File: src/hdl/arp_pkg.sv
// Purpose: Shared constants, types and helpers for the aux result and
//          cell range select block.
// Assumes: Avalon-MM byte addresses; each register is one 32-bit word.
// Notes:   Printed offsets are word indexes; byte address = 4 * index.
package arp_pkg;

	// Register word indexes
	localparam logic [7:0] IDX_SIDE_RESULT_THREE     = 8'h5C;
	localparam logic [7:0] IDX_SIDE_RESULT_FOUR     = 8'h5D;
	localparam logic [7:0] IDX_SIDE_RESULT_FIVE     = 8'h5E;
	localparam logic [7:0] IDX_RANGE    = 8'h5F;
	localparam logic [7:0] IDX_THR_BASE = 8'h70;
	localparam logic [7:0] IDX_SIDE_CFG = 8'h75;
	localparam logic [7:0] IDX_LOWEST   = 8'h76;
	localparam logic [7:0] IDX_HIGHEST  = 8'h77;
	localparam logic [7:0] IDX_STATUS   = 8'h78;
	localparam logic [7:0] IDX_MASK     = 8'h79;

	// Threshold slots, at IDX_THR_BASE + slot
	localparam int THR_OVER     = 0;
	localparam int THR_UNDER    = 1;
	localparam int THR_BIP_OVER = 2;
	localparam int THR_BIP_UNDR = 3;
	localparam int THR_MISMATCH = 4;
	localparam int THR_NUM      = 5;

	// Field positions
	localparam int EXT_SEL_BIT  = 15;
	localparam int CELL_NUM     = 14;
	localparam int AUX_NUM      = 3;
	localparam int SIDE_EN_LSB  = 3;

	// Event and status bits
	localparam int EV_OVER      = 0;
	localparam int EV_UNDER     = 1;
	localparam int EV_COMP_OVER = 2;
	localparam int EV_COMP_UNDR = 3;
	localparam int EV_MISMATCH  = 4;
	localparam int EV_DIAG      = 5;
	localparam int EV_NUM       = 6;

	// Reset values
	localparam logic [13:0] RST_POL      = 14'h0000;
	localparam logic        RST_EXT_SEL  = 1'b0;
	localparam logic [13:0] RST_THR      = 14'h0000;
	localparam logic [5:0]  RST_SIDE_CFG = 6'h00;
	localparam logic [5:0]  RST_MASK     = 6'h00;
	localparam logic [13:0] RST_RESULT   = 14'h0000;

	// Avalon response codes
	localparam logic [1:0] RESP_OK     = 2'h0;
	localparam logic [1:0] RESP_SLVERR = 2'h2;

	typedef enum logic [1:0] {
		SCAN_ADC  = 2'b00,
		SCAN_COMP = 2'b01,
		SCAN_DIAG = 2'b10
	} arp_scan_e;

	typedef enum logic {
		BUS_IDLE = 1'b0,
		BUS_ACK  = 1'b1
	} arp_bus_e;

	// Bipolar codes are two's complement, unipolar codes are unsigned
	function automatic logic exceeds(input logic [13:0] a,
		input logic [13:0] b, input logic sgn);
		exceeds = sgn ? ($signed(a) > $signed(b)) : (a > b);
	endfunction

	function automatic logic [14:0] ext15(input logic [13:0] v,
		input logic sgn);
		ext15 = {sgn & v[13], v};
	endfunction

	// Byte-lane merge of a 14-bit field held in bits 13:0
	function automatic logic [13:0] merge14(input logic [13:0] old,
		input logic [31:0] d, input logic [3:0] be);
		merge14 = {be[1] ? d[13:8] : old[13:8],
			be[0] ? d[7:0] : old[7:0]};
	endfunction

endpackage

File: src/hdl/arp_aux_slot.sv
// Purpose: One auxiliary result holder with its read-back word.
// Assumes: The engine gives no load for a channel it skipped.
// Notes:   Stored value survives while the pin is not analogue.
`timescale 1ns/100ps
module arp_aux_slot (
	input  wire logic        ref_clk_i,
	input  wire logic        rst_b_i,
	input  wire logic        analog_side_input_i,
	input  wire logic        side_channel_measure_enable_i,
	input  wire logic        load_i,
	input  wire logic [13:0] value_i,
	output logic      [15:0] word_o
);

	logic [13:0] val_q;
	wire         take = load_i & analog_side_input_i
		& side_channel_measure_enable_i;

	always_ff @(posedge ref_clk_i or negedge rst_b_i) begin
		if (!rst_b_i) begin
			val_q <= arp_pkg::RST_RESULT;
		end else if (take) begin
			val_q <= value_i;
		end
	end

	// Left aligned, low two bits zero; zero when not analogue
	assign word_o = analog_side_input_i ? {val_q, 2'b00}
		: 16'h0000;

endmodule

File: src/hdl/arp_cell_eval.sv
// Purpose: Threshold check of one cell result per cycle.
// Assumes: One result per valid cycle, polarity of that cell given.
// Notes:   Outputs are registered one-cycle event pulses.
`timescale 1ns/100ps
module arp_cell_eval (
	input  wire logic        ref_clk_i,
	input  wire logic        rst_b_i,
	input  wire logic        valid_i,
	input  wire logic [1:0]  kind_i,
	input  wire logic [13:0] value_i,
	input  wire logic        bipolar_i,
	input  wire logic [13:0] cell_over_threshold_i,
	input  wire logic [13:0] cell_under_threshold_i,
	input  wire logic [13:0] bipolar_over_threshold_i,
	input  wire logic [13:0] bipolar_under_threshold_i,
	output logic             over_o,
	output logic             under_o,
	output logic             comparator_over_alert_o,
	output logic             comparator_under_alert_o,
	output logic             diag_fault_o
);

	// Bipolar cells use their own pair of limits
	wire [13:0] thr_hi = bipolar_i ? bipolar_over_threshold_i
		: cell_over_threshold_i;
	wire [13:0] thr_lo = bipolar_i ? bipolar_under_threshold_i
		: cell_under_threshold_i;
	wire        hi = arp_pkg::exceeds(value_i, thr_hi, bipolar_i);
	wire        lo = arp_pkg::exceeds(thr_lo, value_i, bipolar_i);

	wire is_adc  = valid_i & (kind_i == arp_pkg::SCAN_ADC);
	wire is_comp = valid_i & (kind_i == arp_pkg::SCAN_COMP)
		& ~bipolar_i;
	wire is_diag = valid_i & (kind_i == arp_pkg::SCAN_DIAG)
		& ~bipolar_i;

	always_ff @(posedge ref_clk_i or negedge rst_b_i) begin
		if (!rst_b_i) begin
			over_o                   <= 1'b0;
			under_o                  <= 1'b0;
			comparator_over_alert_o  <= 1'b0;
			comparator_under_alert_o <= 1'b0;
			diag_fault_o             <= 1'b0;
		end else begin
			over_o                   <= is_adc & hi;
			under_o                  <= is_adc & lo;
			comparator_over_alert_o  <= is_comp & hi;
			comparator_under_alert_o <= is_comp & lo;
			diag_fault_o             <= is_diag & (hi | lo);
		end
	end

endmodule

File: src/hdl/arp_top.sv
// Purpose: Aux channel 3..5 results and per-cell range select, with
//          threshold events, extremes tracking and an interrupt.
// Assumes: Avalon-MM slave with waitrequest; results arrive from the
//          acquisition engine synchronous to ref_clk_i.
// Notes:   Every access is answered in the cycle after it is seen.
//
// How it works
// - Aux result word holds the 14-bit value in bits 15 to 2.
// - Aux results are read-only, latest value; writes leave them alone.
// - A pin not set as analogue input reads back zero.
// - Enable clear and channel skipped keeps the stored result.
// - Extremes select clear: only unipolar cells feed min, max, mismatch.
// - Extremes select set: only bipolar cells feed min, max, mismatch.
// - Range bit zero means unipolar 0 to 5 V; reset default.
// - Range bit one means bipolar -2.5 V to 2.5 V.
// - Bipolar cells raise no faults in balance-switch diagnostic scans.
// - Bipolar cells use the bipolar over and under limits.
// - Bipolar cells are left out of comparator scans and alerts.
//
// Register access over Avalon-MM is this design's own decision.
`timescale 1ns/100ps
module arp_top (
	input  wire logic        ref_clk_i,
	input  wire logic        rst_b_i,
	input  wire logic [9:0]  avs_address_i,
	input  wire logic        avs_read_i,
	input  wire logic        avs_write_i,
	input  wire logic [31:0] avs_writedata_i,
	input  wire logic [3:0]  avs_byteenable_i,
	output logic      [31:0] avs_readdata_o,
	output logic             avs_waitrequest_o,
	output logic      [1:0]  avs_response_o,
	input  wire logic        cell_valid_i,
	input  wire logic [3:0]  cell_index_i,
	input  wire logic [13:0] cell_value_i,
	input  wire logic [1:0]  scan_kind_i,
	input  wire logic        scan_end_i,
	input  wire logic        aux_valid_i,
	input  wire logic [1:0]  aux_index_i,
	input  wire logic [13:0] aux_value_i,
	output logic      [13:0] cell_bipolar_o,
	output logic             cell_mismatch_alert_o,
	output logic             irq_o
);


	// Bus side decode
	wire        [7:0]  idx = avs_address_i[9:2];
	wire               rq  = avs_read_i | avs_write_i;
	wire        [3:0]  be  = avs_byteenable_i;
	wire        [31:0] wd  = avs_writedata_i;

	arp_pkg::arp_bus_e bus_q;
	arp_pkg::arp_bus_e bus_d;
	logic              wait_q;
	logic       [31:0] rdata_q;
	logic       [1:0]  resp_q;
	logic       [31:0] rd_word;
	logic              rd_hit;

	// Register state
	logic       [13:0] pol_q;
	logic              ext_sel_q;
	logic       [13:0] thr_q [arp_pkg::THR_NUM];
	logic       [5:0]  side_cfg_q;
	logic       [5:0]  status_q;
	logic       [5:0]  status_d;
	logic       [5:0]  mask_q;
	logic       [5:0]  mask_d;
	logic              irq_q;

	// Extremes tracking
	logic       [13:0] acc_lo_q;
	logic       [13:0] acc_hi_q;
	logic       [13:0] acc_lo_d;
	logic       [13:0] acc_hi_d;
	logic              acc_seen_q;
	logic       [13:0] low_q;
	logic       [13:0] high_q;
	logic              alert_q;

	// Event pulses from the evaluator
	logic              ev_over;
	logic              ev_under;
	logic              ev_comp_over;
	logic              ev_comp_under;
	logic              ev_diag;
	logic       [15:0] aux_word [arp_pkg::AUX_NUM];

	// Threshold slots sit at consecutive indexes above the base
	function automatic logic thr_hit(input logic [7:0] i);
		thr_hit = (i >= arp_pkg::IDX_THR_BASE)
			&& (i < arp_pkg::IDX_THR_BASE + 8'(arp_pkg::THR_NUM));
	endfunction

	wire        [2:0]  thr_slot = 3'(idx - arp_pkg::IDX_THR_BASE);

	// Cell side decode
	wire               cell_ok  = cell_index_i < 4'(arp_pkg::CELL_NUM);
	wire               cell_bip = cell_ok & pol_q[cell_index_i];
	wire               cell_adc = cell_valid_i & cell_ok
		& (scan_kind_i == arp_pkg::SCAN_ADC);
	// Only the class picked by the extremes select feeds the tracker
	wire               feed     = cell_adc
		& (cell_bip == ext_sel_q);

	// Writes land on the edge where waitrequest is seen low
	wire               wr_ok     = (bus_q == arp_pkg::BUS_ACK) & avs_write_i;
	wire               wr_range  = wr_ok & (idx == arp_pkg::IDX_RANGE);
	wire               wr_thr    = wr_ok & thr_hit(idx);
	wire               wr_side   = wr_ok & (idx == arp_pkg::IDX_SIDE_CFG)
		& be[0];
	wire               wr_status = wr_ok & (idx == arp_pkg::IDX_STATUS)
		& be[0];
	wire               wr_mask   = wr_ok & (idx == arp_pkg::IDX_MASK)
		& be[0];
	// Aux result indexes have no write strobe at all
	wire               wr_aux    = 1'h0;

	// Tracker spread; the class decides signed or unsigned
	wire               seen_d = acc_seen_q | feed;
	wire        [14:0] hi_x   = arp_pkg::ext15(acc_hi_d, ext_sel_q);
	wire        [14:0] lo_x   = arp_pkg::ext15(acc_lo_d, ext_sel_q);
	wire        [15:0] spread = {hi_x[14], hi_x} - {lo_x[14], lo_x};
	wire               mism   = spread
		> {2'h0, thr_q[arp_pkg::THR_MISMATCH]};
	wire               close  = scan_end_i & seen_d;

	wire        [5:0]  ev = {ev_diag, close & mism, ev_comp_under,
		ev_comp_over, ev_under, ev_over};

	// A new event beats a clear landing on the same edge
	assign status_d = (status_q & ~(wr_status ? wd[5:0] : 6'h00)) | ev;
	assign mask_d   = wr_mask ? wd[5:0] : mask_q;

	always_comb begin
		bus_d = bus_q;
		unique case (bus_q)
			arp_pkg::BUS_IDLE: begin
				if (rq) begin
					bus_d = arp_pkg::BUS_ACK;
				end
			end
			arp_pkg::BUS_ACK: begin
				bus_d = arp_pkg::BUS_IDLE;
			end
		endcase
	end

	// One wait state: the word is fetched on the edge that sees the
	// request and stands while waitrequest is low on the next edge
	always_ff @(posedge ref_clk_i or negedge rst_b_i) begin
		if (!rst_b_i) begin
			bus_q   <= arp_pkg::BUS_IDLE;
			wait_q  <= 1'h1;
			rdata_q <= 32'h0000_0000;
			resp_q  <= arp_pkg::RESP_OK;
		end else begin
			bus_q  <= bus_d;
			wait_q <= bus_d != arp_pkg::BUS_ACK;
			if (bus_d == arp_pkg::BUS_ACK) begin
				rdata_q <= avs_read_i ? rd_word : 32'h0000_0000;
				resp_q  <= (rd_hit | wr_aux) ? arp_pkg::RESP_OK
					: arp_pkg::RESP_SLVERR;
			end
		end
	end

	always_comb begin
		rd_word = 32'h0000_0000;
		rd_hit  = 1'h1;
		if (thr_hit(idx)) begin
			rd_word = {18'h0_0000, thr_q[thr_slot]};
		end else begin
			unique case (idx)
				arp_pkg::IDX_SIDE_RESULT_THREE: begin
					rd_word = {16'h0000, aux_word[0]};
				end
				arp_pkg::IDX_SIDE_RESULT_FOUR: begin
					rd_word = {16'h0000, aux_word[1]};
				end
				arp_pkg::IDX_SIDE_RESULT_FIVE: begin
					rd_word = {16'h0000, aux_word[2]};
				end
				arp_pkg::IDX_RANGE: begin
					rd_word = {16'h0000, ext_sel_q, 1'h0,
						pol_q};
				end
				arp_pkg::IDX_SIDE_CFG: begin
					rd_word = {26'h000_0000, side_cfg_q};
				end
				arp_pkg::IDX_LOWEST: begin
					rd_word = {18'h0_0000, low_q};
				end
				arp_pkg::IDX_HIGHEST: begin
					rd_word = {18'h0_0000, high_q};
				end
				arp_pkg::IDX_STATUS: begin
					rd_word = {26'h000_0000, status_q};
				end
				arp_pkg::IDX_MASK: begin
					rd_word = {26'h000_0000, mask_q};
				end
				default: begin
					rd_hit = 1'h0;
				end
			endcase
		end
	end

	always_ff @(posedge ref_clk_i or negedge rst_b_i) begin
		if (!rst_b_i) begin
			pol_q     <= arp_pkg::RST_POL;
			ext_sel_q <= arp_pkg::RST_EXT_SEL;
		end else if (wr_range) begin
			pol_q     <= arp_pkg::merge14(pol_q, wd, be);
			ext_sel_q <= be[1] ? wd[arp_pkg::EXT_SEL_BIT] : ext_sel_q;
		end
	end

	always_ff @(posedge ref_clk_i or negedge rst_b_i) begin
		if (!rst_b_i) begin
			for (int s = 0; s < arp_pkg::THR_NUM; s++) begin
				thr_q[s] <= arp_pkg::RST_THR;
			end
		end else if (wr_thr) begin
			thr_q[thr_slot] <= arp_pkg::merge14(thr_q[thr_slot], wd, be);
		end
	end

	// Interrupt follows the next status and mask, so it moves on the
	// same edge as the write that clears or masks
	always_ff @(posedge ref_clk_i or negedge rst_b_i) begin
		if (!rst_b_i) begin
			side_cfg_q <= arp_pkg::RST_SIDE_CFG;
			status_q   <= 6'h00;
			mask_q     <= arp_pkg::RST_MASK;
			irq_q      <= 1'h0;
		end else begin
			if (wr_side) begin
				side_cfg_q <= wd[5:0];
			end
			status_q <= status_d;
			mask_q   <= mask_d;
			irq_q    <= |(status_d & ~mask_d);
		end
	end

	always_comb begin
		acc_lo_d = acc_lo_q;
		acc_hi_d = acc_hi_q;
		if (feed) begin
			if (!acc_seen_q || arp_pkg::exceeds(acc_lo_q, cell_value_i,
				ext_sel_q)) begin
				acc_lo_d = cell_value_i;
			end
			if (!acc_seen_q || arp_pkg::exceeds(cell_value_i, acc_hi_q,
				ext_sel_q)) begin
				acc_hi_d = cell_value_i;
			end
		end
	end

	// Changing the extremes select mid-scan mixes classes until the
	// scan ends; software should switch between scans
	always_ff @(posedge ref_clk_i or negedge rst_b_i) begin
		if (!rst_b_i) begin
			acc_lo_q   <= arp_pkg::RST_RESULT;
			acc_hi_q   <= arp_pkg::RST_RESULT;
			acc_seen_q <= 1'h0;
			low_q      <= arp_pkg::RST_RESULT;
			high_q     <= arp_pkg::RST_RESULT;
			alert_q    <= 1'h0;
		end else if (scan_end_i) begin
			acc_seen_q <= 1'h0;
			if (seen_d) begin
				low_q   <= acc_lo_d;
				high_q  <= acc_hi_d;
				alert_q <= mism;
			end
		end else begin
			acc_lo_q   <= acc_lo_d;
			acc_hi_q   <= acc_hi_d;
			acc_seen_q <= seen_d;
		end
	end

	arp_cell_eval i_arp_cell_eval (
		.ref_clk_i                 (ref_clk_i),
		.rst_b_i                   (rst_b_i),
		.valid_i                   (cell_valid_i & cell_ok),
		.kind_i                    (scan_kind_i),
		.value_i                   (cell_value_i),
		.bipolar_i                 (cell_bip),
		.cell_over_threshold_i     (thr_q[arp_pkg::THR_OVER]),
		.cell_under_threshold_i    (thr_q[arp_pkg::THR_UNDER]),
		.bipolar_over_threshold_i  (thr_q[arp_pkg::THR_BIP_OVER]),
		.bipolar_under_threshold_i (thr_q[arp_pkg::THR_BIP_UNDR]),
		.over_o                    (ev_over),
		.under_o                   (ev_under),
		.comparator_over_alert_o   (ev_comp_over),
		.comparator_under_alert_o  (ev_comp_under),
		.diag_fault_o              (ev_diag)
	);

	wire        [2:0]  side_ana = side_cfg_q[2:0];
	wire        [2:0]  side_en  =
		side_cfg_q[arp_pkg::SIDE_EN_LSB +: arp_pkg::AUX_NUM];

	for (genvar k = 0; k < arp_pkg::AUX_NUM; k++) begin : g_aux
		arp_aux_slot i_arp_aux_slot (
			.ref_clk_i                     (ref_clk_i),
			.rst_b_i                       (rst_b_i),
			.analog_side_input_i           (side_ana[k]),
			.side_channel_measure_enable_i (side_en[k]),
			.load_i                        (aux_valid_i
				& (aux_index_i == 2'(k))),
			.value_i                       (aux_value_i),
			.word_o                        (aux_word[k])
		);
	end

	assign avs_readdata_o        = rdata_q;
	assign avs_waitrequest_o     = wait_q;
	assign avs_response_o        = resp_q;
	assign cell_bipolar_o        = pol_q;
	assign cell_mismatch_alert_o = alert_q;
	assign irq_o                 = irq_q;

endmodule

File: config.mk
export PLATFORM = sky130hd
export DESIGN_NAME = arp_top
export DESIGN_NICKNAME = d
export VERILOG_FILES = /design/src/hdl/arp_pkg.sv /design/src/hdl/arp_aux_slot.sv /design/src/hdl/arp_cell_eval.sv /design/src/hdl/arp_top.sv
export SDC_FILE = /design/constraint.sdc
export NUM_CORES = 1
export LEC_CHECK = 0
export BUFFER_PORTS_ARGS = -buffer_cell sky130_fd_sc_hd__buf_2
export CAP_MARGIN = 20
export CORE_UTILIZATION = 50
export DETAILED_ROUTE_END_ITERATION = 6
export PLACE_DENSITY = 0.68
export SLEW_MARGIN = 15
export SYNTH_ARGS = -nofsm -noshare
export SYNTH_HDL_FRONTEND = slang
export SYNTH_HIERARCHICAL = 1
export SYNTH_SLANG_ARGS = --single-unit
File: constraint.sdc
create_clock -name ref_clk_i -period 5.42 [get_ports ref_clk_i]
set_clock_uncertainty 0.2 [all_clocks]
set_input_delay 0.271 -clock ref_clk_i [delete_from_list [all_inputs] [get_ports ref_clk_i]]
set_output_delay 0.271 -clock ref_clk_i [all_outputs]
set_load 0.005 [all_outputs]
==> results of run 1 <==
Yosys cell counts (30+ instances only):
library cell	n
a21oi_1	49
and2_1	47
clkbuf_1	35
dfrtp_1	227
ha_1	85
inv_1	73
mux2_2	136
mux2_4	30
mux2i_1	33
mux4_2	31
nand2_1	60
nor2_1	61
o21ai_0	57
how the worst max path moves through the flow:
stage and endpoint:
2_1_floorplan status_q[4], 3_3_place_gp status_q[4], 3_5_place_dp status_q[4], 4_1_cts status_q[4]
5_1_grt irq_o, 6_report status_q[4]
metrics by stage:
step	setup TNS, ns	area [µm²]	hold slack, ns	cells	power (mW)
global placement	-0.331	15800	-0.0149	1833	3.37
finish	0	17800	0.00522	1969	5.50
CTS	0	17500	0.0110	1959	5.32
global route	-0.345	17800	0.00940	1969	5.75
floorplan	0	14200	-0.225	1291	2.77
detailed placement	-0.567	15800	-0.00620	1835	3.41
sequential cells by signal, summed over array words and instances (netlist names), 6 cells and up:
register	count
acc_hi_q	14
acc_lo_q	14
avs_readdata_o	16
cell_bipolar_o	14
g_aux.i_arp_aux_slot/val_q	42
high_q	14
low_q	14
mask_q	6
side_cfg_q	6
status_q	6
thr_q	70
layout by cell type, fill, tap and decap left out, types with 9 or more instances in the layout:
master	netlist	final
nand4_1	19	19
mux2i_1	33	33
buf_4	25	176
ha_1	85	79
dfrtp_1	227	227
a22oi_1	26	25
nor2b_1	11	9
a22o_1	25	25
a21oi_1	49	39
o221a_1	10	10
dlygate4sd3_1	0	48
inv_1	73	69
mux2_2	136	136
nand3_1	24	23
o21ai_0	57	44
a21oi_2	0	10
nor2_1	61	54
mux2_4	30	30
nand2_1	60	59
clkbuf_16	0	26
a21o_1	19	19
and2_1	47	46
conb_1	4	23
mux4_2	31	31
nand2b_1	11	11
a31oi_1	20	18
buf_2	9	101
power by group:
| group | switching [mW] | internal [mW] | leakage, nW | total [mW] |
|---|---|---|---|---|
| clock | 0.745 | 1.11 | 0.440 | 1.85 |
| sequential | 0.121 | 1.84 | 2.99 | 1.97 |
| combinational | 0.849 | 0.829 | 5.21 | 1.68 |
| total | 1.71 | 3.78 | 8.64 | 5.50 |
worst max-delay path: stages (launching register included):
cell and delay (ns):
dfrtp_1 0.41, mux4_2 0.46, or2_4 0.27, a21oi_4 0.18, or3_4 0.21, nand3b_1 0.20, o21ai_2 0.21, and2_4 0.18
ha_4 0.13, inv_2 0.04, fa_2 0.35, a21o_1 0.21, a311oi_2 0.22, nor2_2 0.10, a21o_1 0.21, a21o_1 0.18
a21oi_2 0.17, xnor2_2 0.09, ha_1 0.30, nand4_1 0.10, o32ai_2 0.31, o2bb2ai_2 0.09, o21a_1 0.18, or2_4 0.23
cells by family (layout without fill, tap and decap cells):
group	Yosys count	count (layout)	synth area share
AND/OR/NAND/NOR	285	285	0.107
adder cells (fa/ha/maj)	86	86	0.0769
AO/OA/AOI/OAI	275	275	0.138
buffers and inverters	152	452	0.0506
other	4	23	0.00107
multiplexers	231	231	0.214
flip-flops	228	228	0.405
XOR/XNOR	11	11	0.00684
metal layers:
| layer | wire length, µm | GRT usage | up-vias |
|---|---|---|---|
| met5 | 0 | 0 | - |
| met4 | 2140 | 0.134 | 0 |
| met3 | 3400 | 0.0409 | 126 |
| met2 | 21400 | 0.520 | 560 |
| met1 | 19700 | 0.442 | 5901 |
| li1 | - | - | 5253 |
repair_timing:
item / 4_1_cts / 5_1_grt
hold endpoints to repair: 141 / 0
resized for setup: 21 / 61
hold buffers: 48 / 0
setup endpoints to repair: 3 / 4
gates cloned: 0 / 1
pin swaps: 8 / 41
buffers inserted: 29 / 10
cell type report:
cell class                 instances  area (µm²)
fill                            2157        9960
multi-input combinational        911        8060
sequential                       228        5710
timing repair buffer             332        2410
clock buffer                      38         756
tap                              378         473
inverter                          73         274
clock inverter                     9         135
==> metrics.yaml, run 1 <==
status:
  status: "completed"
logic_synthesis:
  synth_edf_count: 0
  yosysWarnings: 6
  syn-instance-count: 1272
  synthArstFlopShare: 1.00
  synth-seq-cells: 228
  syn_area_um2: 14100
  syn_avg_cell_area_um2: 11.1
  synth.top_cell.area_share: 0.403
  seq_area_frac_synth: 0.405
  yosysUniqueCellTypes: 78
  yosysTopAreaCell: "dfrtp_1"
  synth_top_flop_cell: "dfrtp_1"
  synth.area.top_cells: "dfrtp_1 40%, mux2_2 11%, ha_1 7.5%"
floorplan:
  dieArea_um2: 28900
  die_h_um: 170
  rows: 61
  fp.coreArea_um2: 27800
  fp.dieW_um: 170
  initial_core_util: 0.507
  io_pins: 140
worst_setup_path:
  critPathArrivalTime_ns: 5.60
  reg2reg_slack_ns: 0.05
  setup.worst_path.start: "cell_bipolar_o[1]"
  ff2ff_path_depth: 23
  crit_type: "flip-flop to flip-flop"
  end_kind: "flip-flop"
  reg2reg_to: "status_q[4]"
  r2r-start: "cell_bipolar_o[1]"
  startpoint_type: "flip-flop"
  critPathMaxFanout: 5
  worstPathRequired_ns: 5.65
placed_design:
  place_ws_ns: -0.261
  gp_congestion: 0.916
  hpwl_um: 33700
  port_buffers: 101
finish:
  syn_to_final_growth_pct: 26.5
  antennaDiodeCount: 0
  utilization: 0.641
  drive_above_1_share: 0.379
  nets: 1747
min_path:
  hp-class: "input port to asynchronous set/reset pin"
routing:
  drt-total-wl_um: 46600
  dr.pass1.iters: 5
  wl_per_cell_um: 23.7
  drt_iter0_drc: 1259
  via_per_inst: 6.01
  ant_nets: 0
  vias: 11800
  drcViolationCount: 0
clocking:
  numClockSinks: 228
  cts_max_path_buffers: 3
  clkLatencyLatePin_ns: 0.55
  cts_root_buffer: "clkbuf_16"
  cts_made_buffers: 26
  clkTransAtPathRegs_ns: 0.06
  htreeDepth: 1
  tritoncts: "yes"
job:
  max_cap_viol_count: 0
sta:
  worstMarginPinSlew_ns: 1.07
  setup_ws_ns: 0.0549
  min_period_ns: 5.37
  finalHoldViolations: 0
  max_freq_ghz: 0.186
  relSlewSlack: 0.282
  setup_violations: 0
  rsz0062_at_grt: "yes"
  maxSlewViolCount: 0
  fin_crit_sh: 0.990
power:
  p_leak_nw: 8.64
  powerDensity_nw_per_um2: 308
  ir_worst_vdd_mv: 0.281
global_route:
  grt_pass1_vias: 11900
  grt_max_degree: 185
  antenna_found_initial: 0
  grt.total_usage: 0.323
  overflow: 0
  grt_pass1_wl_um: 70500
(Power assumes the default switching activity.)
==> run 2, diff against run 1 <==
--- a/config.mk
+++ b/config.mk
@@ -5,6 +5,7 @@
 export SDC_FILE = /design/constraint.sdc
 export NUM_CORES = 1
 export LEC_CHECK = 0
+export ABC_AREA = 1
 export BUFFER_PORTS_ARGS = -buffer_cell sky130_fd_sc_hd__buf_2
 export CAP_MARGIN = 20
 export CORE_UTILIZATION = 50
==> metrics.yaml, run 2 <==
routing:
  vias: 13600  # +15%
  via_per_inst: 5.53  # -8.1%
  ant_nets: 0  # unchanged
  wl_per_cell_um: 18.3  # -23%
  dr.pass1.iters: 6  # +1
  drt_iter0_drc: 1479  # +17%
  drt-total-wl_um: 45100  # -3.4%
  drcViolationCount: 0  # unchanged
power:
  switching_share: 0.321  # +0.00927
  powerDensity_nw_per_um2: 312  # +1.1%
  ir_worst_vdd_mv: 0.278  # -1.1%
  power.internal_mw: 3.50  # -7.4%
  p_leak_nw: 8.70  # +0.70%
  pwr-share-clk: 0.367  # +0.030
  seq_power_share: 0.370  # +0.012
  p_switching_mw: 1.66  # -3.4%
  p_total_mw: 5.16  # -6.2%
  pwr-share-comb: 0.263  # -0.042
worst_setup_path:
  critPathMaxFanout: 14  # +9
  reg2reg_slack_ns: 0.36  # +0.31 ns
  critPathArrivalTime_ns: 5.27  # -0.33 ns
  slowest_stage: "ha_1"
  worstPathRequired_ns: 5.63  # -0.02 ns
  r2r-start: "acc_hi_q[13]"
  ff2ff_path_depth: 30  # +30%
  crit_top_cell: "nand2_1"
  end_kind: "flip-flop"
  slowest_delay_ns: 0.35  # -0.11 ns
  startpoint_type: "flip-flop"
  crit_type: "flip-flop to flip-flop"
  reg2reg_to: "irq_o"
finish:
  syn_to_final_growth_pct: 13.1
  drive_above_1_share: 0.114  # -0.265
  final_cell_mix: "630 x nand2_1, 242 x inv_1, 227 x dfrtp_1, 122 x o21ai_0, 116 x nand3_1"
  largest_register: "thr_q"
  nets: 2232  # +28%
  final_common_cell: "nand2_1"
  utilization: 0.576  # -0.0653
  final_area_um2: 16500  # -7.2%
  largest_register_ffs: 70  # unchanged
logic_synthesis:
  yosysTopAreaCell: "dfrtp_1"
  syn-instance-count: 1946  # +53%
  seq_area_frac_synth: 0.390  # -0.0146
  synth_top_flop_cell: "dfrtp_1"
  synth-seq-cells: 228  # unchanged
  synthArstFlopShare: 1.00  # unchanged
  yosysWarnings: 6  # unchanged
  yosysMostFrequentCell: "nand2_1"
  syn_avg_cell_area_um2: 7.51  # -32%
  syn_area_um2: 14600  # +3.7%
  synth.area.top_cells: "dfrtp_1 39%, nand2_1 16%, ha_1 7.3%"
  yosys-top-cells-count: "630 x nand2_1, 242 x inv_1, 227 x dfrtp_1"
  synth_edf_count: 0  # unchanged
  yosysUniqueCellTypes: 57  # -27%
  synth.top_cell.area_share: 0.389  # -0.0146
min_path:
  hp-class: "input port to asynchronous set/reset pin"
floorplan:
  die_h_um: 173  # +1.8%
  io_pins: 140  # unchanged
  fp.dieW_um: 173  # +1.8%
  fp.coreArea_um2: 28700  # +3.3%
  dieArea_um2: 29900  # +3.7%
  rows: 62  # +1.6%
  initial_core_util: 0.509  # +0.00213
placed_design:
  gp_congestion: 0.958  # +4.6%
  hpwl_um: 32800  # -2.7%
  port_buffers: 101  # unchanged
  place_ws_ns: 0.437  # +0.698 ns
  placed_area_um2: 15200  # -3.8%
global_route:
  grt_max_degree: 192  # +3.8%
  grt_util_met2: 0.486  # -0.0337
  overflow: 0  # unchanged
  grtUsageMet3: 0.0345  # -0.00641
  use_met1: 0.414  # -0.0275
  antenna_found_initial: 1  # +1
  grt_pass1_wl_um: 70700  # +0.24%
  grt.total_usage: 0.302  # -0.0214
  grt_pass1_vias: 12700  # +7.4%
  top_usage_layer: "met2"
sta:
  relSlewSlack: 0.159  # -0.123
  tns_ns: 0  # unchanged
  setup_violations: 0  # unchanged
  hold-worst-slack_ns: -0.0117  # -0.0169 ns
  maxSlewViolCount: 0  # unchanged
  fin_crit_sh: 0.933  # -0.0564
  finalHoldViolations: 8  # +8
  max_freq_ghz: 0.198  # +6.0%
  setup_ws_ns: 0.361  # +0.306 ns
  worstMarginPinSlew_ns: 1.26  # +0.187 ns
  min_period_ns: 5.06  # -0.306 ns
job:
  max_cap_viol_count: 0  # unchanged
clocking:
  clkLatencyLatePin_ns: 0.54  # about the same
  cts_max_path_buffers: 3  # unchanged
  cts_made_buffers: 27  # +3.8%
  numClockSinks: 228  # unchanged
  tritoncts: "yes"
  clkTransAtPathRegs_ns: 0.07  # about the same
  cts_root_buffer: "clkbuf_16"
  post-cts-setup-buffers: 0  # -100%
  htreeDepth: 1  # unchanged
status:
  status: "finished with violations"
  violations: "negative hold slack"
## run 2: cell types whose count changed after synthesis, moves of 23 or more
cell,delta
inv_1,+169
nand2_1,+570
buf_2,+23
nand4_1,+58
nand3_1,+92
mux4_2,-31
a22oi_1,-25
mux2_4,-30
and2_1,-32
mux2_2,-135
nand3_2,+26
o21ai_1,+61
o21ai_0,+65
## run 2: through the flow
stage                     instances  hold WS [ns]
after floorplan                1965        -0.225
after global placement         2373       -0.0400
after detailed placement       2374       -0.0383
after CTS                      2459       0.00113
after global routing           2460        0.0198
final                          2460       -0.0117
## run 2: critical path: cells and delay by family (launching register included)
| kind | cells | cell delay, ns |
|---|---|---|
| adder cells (fa/ha/maj) | 3 | 0.94 |
| AO/OA/AOI/OAI | 2 | 0.50 |
| XOR/XNOR | 1 | 0.17 |
| buffers and inverters | 3 | 0.38 |
| flip-flops | 1 | 0.34 |
| AND/OR/NAND/NOR | 21 | 2.39 |
## run 2: cell families after synthesis
family                     share of synthesized area
muxes                                         0.0104
DFF                                            0.390
and+or+nand+nor                                0.298
AOI/OAI and AO/OA                              0.112
buffers and inverters                          0.107
adders and majority gates                     0.0741
xor gates and xnor gates                     0.00719
other                                        0.00103
## run 2: routing by layer
layer	up-vias	part of all wire
li1	6531	-
met1	6411	0.43
met2	548	0.46
met3	109	0.066
met4	0	0.046
met5	-	0
## run 2: cell type report
class | count | area [µm²]
flip-flops and latches | 228 | 5710
fillers | 2679 | 12200
well taps | 384 | 480
clock buffers | 40 | 805
diodes | 1 | 2.50
multi-input cells | 1389 | 7420
inverters | 253 | 952
clock inverters | 7 | 114
repair buffers | 158 | 1050
## run 2: how the worst max path moves through the flow
stage	slack (ns)	from	cells after the start	end
after floorplan	1.14	acc_lo_q[5]	36	irq_o
after global placement	0.53	cell_value_i[11]	36	irq_o
after detailed placement	0.44	cell_value_i[5]	35	irq_o
final	0.36	acc_hi_q[13]	30	irq_o
after CTS	0.48	acc_hi_q[13]	30	irq_o
after global routing	-0.000004	acc_hi_q[13]	33	irq_o
## run 2: timing repair
| action | 4_1_cts | 5_1_grt |
|---|---|---|
| setup endpoints to repair | 0 | 1 |
| endpoints found under the hold margin | 124 | 0 |
| hold buffers | 38 | 0 |
| resized for setup | 0 | 1 |
## run 2: power groups by stage
| stage | logic, mW | clock network, mW | registers (mW) |
|---|---|---|---|
| floorplan | 0.951 | 0 | 1.91 |
| global placement | 1.27 | 0 | 1.93 |
| detailed placement | 1.31 | 0 | 1.93 |
| CTS | 1.34 | 1.90 | 1.91 |
| global route | 1.53 | 1.97 | 1.92 |
| finish | 1.36 | 1.89 | 1.91 |
==> run 3, diff against run 2 <==
--- a/config.mk
+++ b/config.mk
@@ -8,6 +8,7 @@
 export ABC_AREA = 1
 export BUFFER_PORTS_ARGS = -buffer_cell sky130_fd_sc_hd__buf_2
 export CAP_MARGIN = 20
+export CORE_ASPECT_RATIO = 1.2
 export CORE_UTILIZATION = 50
 export DETAILED_ROUTE_END_ITERATION = 6
 export PLACE_DENSITY = 0.68
==> metrics.yaml, run 3 (synthesized netlist as in run 2, its figures left out) <==
global_route:
  grt_max_degree: 135  # -30%
  antenna_found_initial: 1  # unchanged
  grt_pass1_vias: 12800  # +0.44%
  grt_pass1_wl_um: 69900  # -1.1%
  overflow: 0  # unchanged
  grt.total_usage: 0.306  # +0.00409
worst_setup_path:
  crit_buf_inv: 4  # +1
  slowest_stage: "fa_1"
  critPathMaxFanout: 14  # unchanged
  crit_family: "simple AND/OR/NAND/NOR gates"
  reg2reg_slack_ns: 0.51  # +0.15 ns
  crit_type: "flip-flop to flip-flop"
  slowest_delay_ns: 0.40  # +0.05 ns
  critPathArrivalTime_ns: 5.13  # -0.14 ns
  startpoint_type: "flip-flop"
  crit_top_cell: "nand2_1"
  worstPathRequired_ns: 5.64  # about the same
  end_kind: "flip-flop"
routing:
  dr.pass1.iters: 7  # +1
  drcViolationCount: 0  # unchanged
  wl_met1_um: 18600  # -4.0%
  ant_nets: 0  # unchanged
  top_layer: "met5"
  vias: 13500  # -0.93%
  drt_iter0_drc: 1295  # -12%
  wl_per_cell_um: 18.3  # -0.15%
  met3_length_um: 3240  # +8.1%
  via_per_inst: 5.47  # -0.97%
  met2_wirelength_um: 20900  # +1.2%
  drt-total-wl_um: 45000  # -0.11%
sta:
  min_period_ns: 4.91  # -0.147 ns
  rsz0062_at_grt: "no"
  maxSlewViolCount: 0  # unchanged
  tns_ns: 0  # unchanged
  fin_crit_sh: 0.906  # -0.0270
  relSlewSlack: 0.277  # +0.118
  setup_violations: 0  # unchanged
  worstMarginPinSlew_ns: 1.08  # -0.177 ns
  max_freq_ghz: 0.204  # +3.0%
  finalHoldViolations: 0  # -8
floorplan:
  io_pins: 140  # unchanged
  die_h_um: 189  # +9.4%
  initial_core_util: 0.508  # -0.000975
  dieArea_um2: 29900  # about the same
  fp.dieW_um: 158  # -8.6%
  rows: 68  # +9.7%
  fp.coreArea_um2: 28800  # +0.19%
power:
  pwr-share-comb: 0.254  # -0.009
  pwr-share-clk: 0.378  # +0.011
  seq_power_share: 0.368  # -0.002
  powerDensity_nw_per_um2: 312  # about the same
  p_total_mw: 5.17  # +0.22%
  p_leak_nw: 8.71  # about the same
  ir_worst_vdd_mv: 0.253  # -8.9%
  switching_share: 0.315  # -0.00661
  power.internal_mw: 3.54  # +1.2%
  p_switching_mw: 1.63  # -1.8%
finish:
  fin_cells: 2461  # +0.041%
  final_common_cell: "nand2_1"
  nets: 2232  # unchanged
  syn_to_final_growth_pct: 13.3
  final_cell_mix: "630 x nand2_1, 242 x inv_1, 227 x dfrtp_1, 122 x o21ai_0, 116 x nand3_1"
  drive_above_1_share: 0.117  # +0.00289
  largest_register_ffs: 70  # unchanged
  largest_register: "thr_q"
clocking:
  clkLatencyLatePin_ns: 0.53  # about the same
  htreeDepth: 1  # unchanged
  clkTransAtPathRegs_ns: 0.06  # about the same
  numClockSinks: 228  # unchanged
  tritoncts: "yes"
  cts_made_buffers: 25  # -7.4%
  post-cts-setup-buffers: 0  # unchanged
  cts_max_path_buffers: 3  # unchanged
  cts_root_buffer: "clkbuf_16"
placed_design:
  gp_congestion: 0.959  # +0.10%
  dp.cells: 2377  # +0.13%
  port_buffers: 101  # unchanged
  hpwl_um: 33100  # +1.1%
min_path:
  hp-class: "input port to flip-flop"
job:
  max_cap_viol_count: 0  # unchanged
status:
  status: "completed"
## run 3: through the flow
step | hold slack [ns] | instance area (µm²) | setup WS (ns) | utilization
detailed placement | 0.238 | 15200 | 0.439 | 0.530
global route | 0.0894 | 16600 | 0.0329 | 0.576
finish | 0.0665 | 16600 | 0.507 | 0.576
global placement | 0.232 | 15200 | 0.440 | 0.530
floorplan | -0.225 | 14700 | 1.14 | -
CTS | 0.0485 | 16600 | 0.585 | 0.576
## run 3: power groups by stage
stage | clock network, mW | logic, mW | registers [mW]
2_1_floorplan | 0 | 0.951 | 1.91
3_5_place_dp | 0 | 1.28 | 1.93
5_1_grt | 2.04 | 1.50 | 1.91
3_3_place_gp | 0 | 1.25 | 1.93
4_1_cts | 1.97 | 1.31 | 1.90
6_report | 1.95 | 1.31 | 1.90
## run 3: path summary, 6_finish.rpt
kind,from,end,cells after the start
worst min register to register,i_arp_cell_eval/under_o,status_q[1],2
worst min-delay path,cell_index_i[3],acc_seen_q,6
worst max-delay path,acc_hi_q[13],irq_o,33
worst max register to register,acc_hi_q[13],irq_o,33
min in group asynchronous,rst_b_i,cell_bipolar_o[3],2
max in group asynchronous,rst_b_i,high_q[12],3
## run 3: layout make-up
class,count,area (µm²)
fill,2727,12200
multi-input combinational,1389,7430
sequential,228,5710
timing repair buffer,160,1060
inverter,253,952
clock buffer,27,653
tap,385,482
clock inverter,18,284
antenna,1,2.50
## run 3: worst register-to-register path: cells and delay by family (launching register included)
family,cells,cell delay (ns)
flops,1,0.35
simple gates,22,2.11
compound gates,2,0.43
xor+xnor,1,0.16
buf+inv,4,0.41
fa+ha+maj,4,1.14
## run 3: repair_timing
action | 4_1_cts | 5_1_grt
endpoints found under the hold margin | 216 | 0
setup endpoints to repair | 0 | 1
resized for setup | 0 | 2
hold buffers | 38 | 0
## run 3: metal layers
metal	track usage	vias to the layer above
li1	-	6532
met1	0.392	6310
met2	0.494	509
met3	0.0542	119
met4	0.151	2
met5	0	-
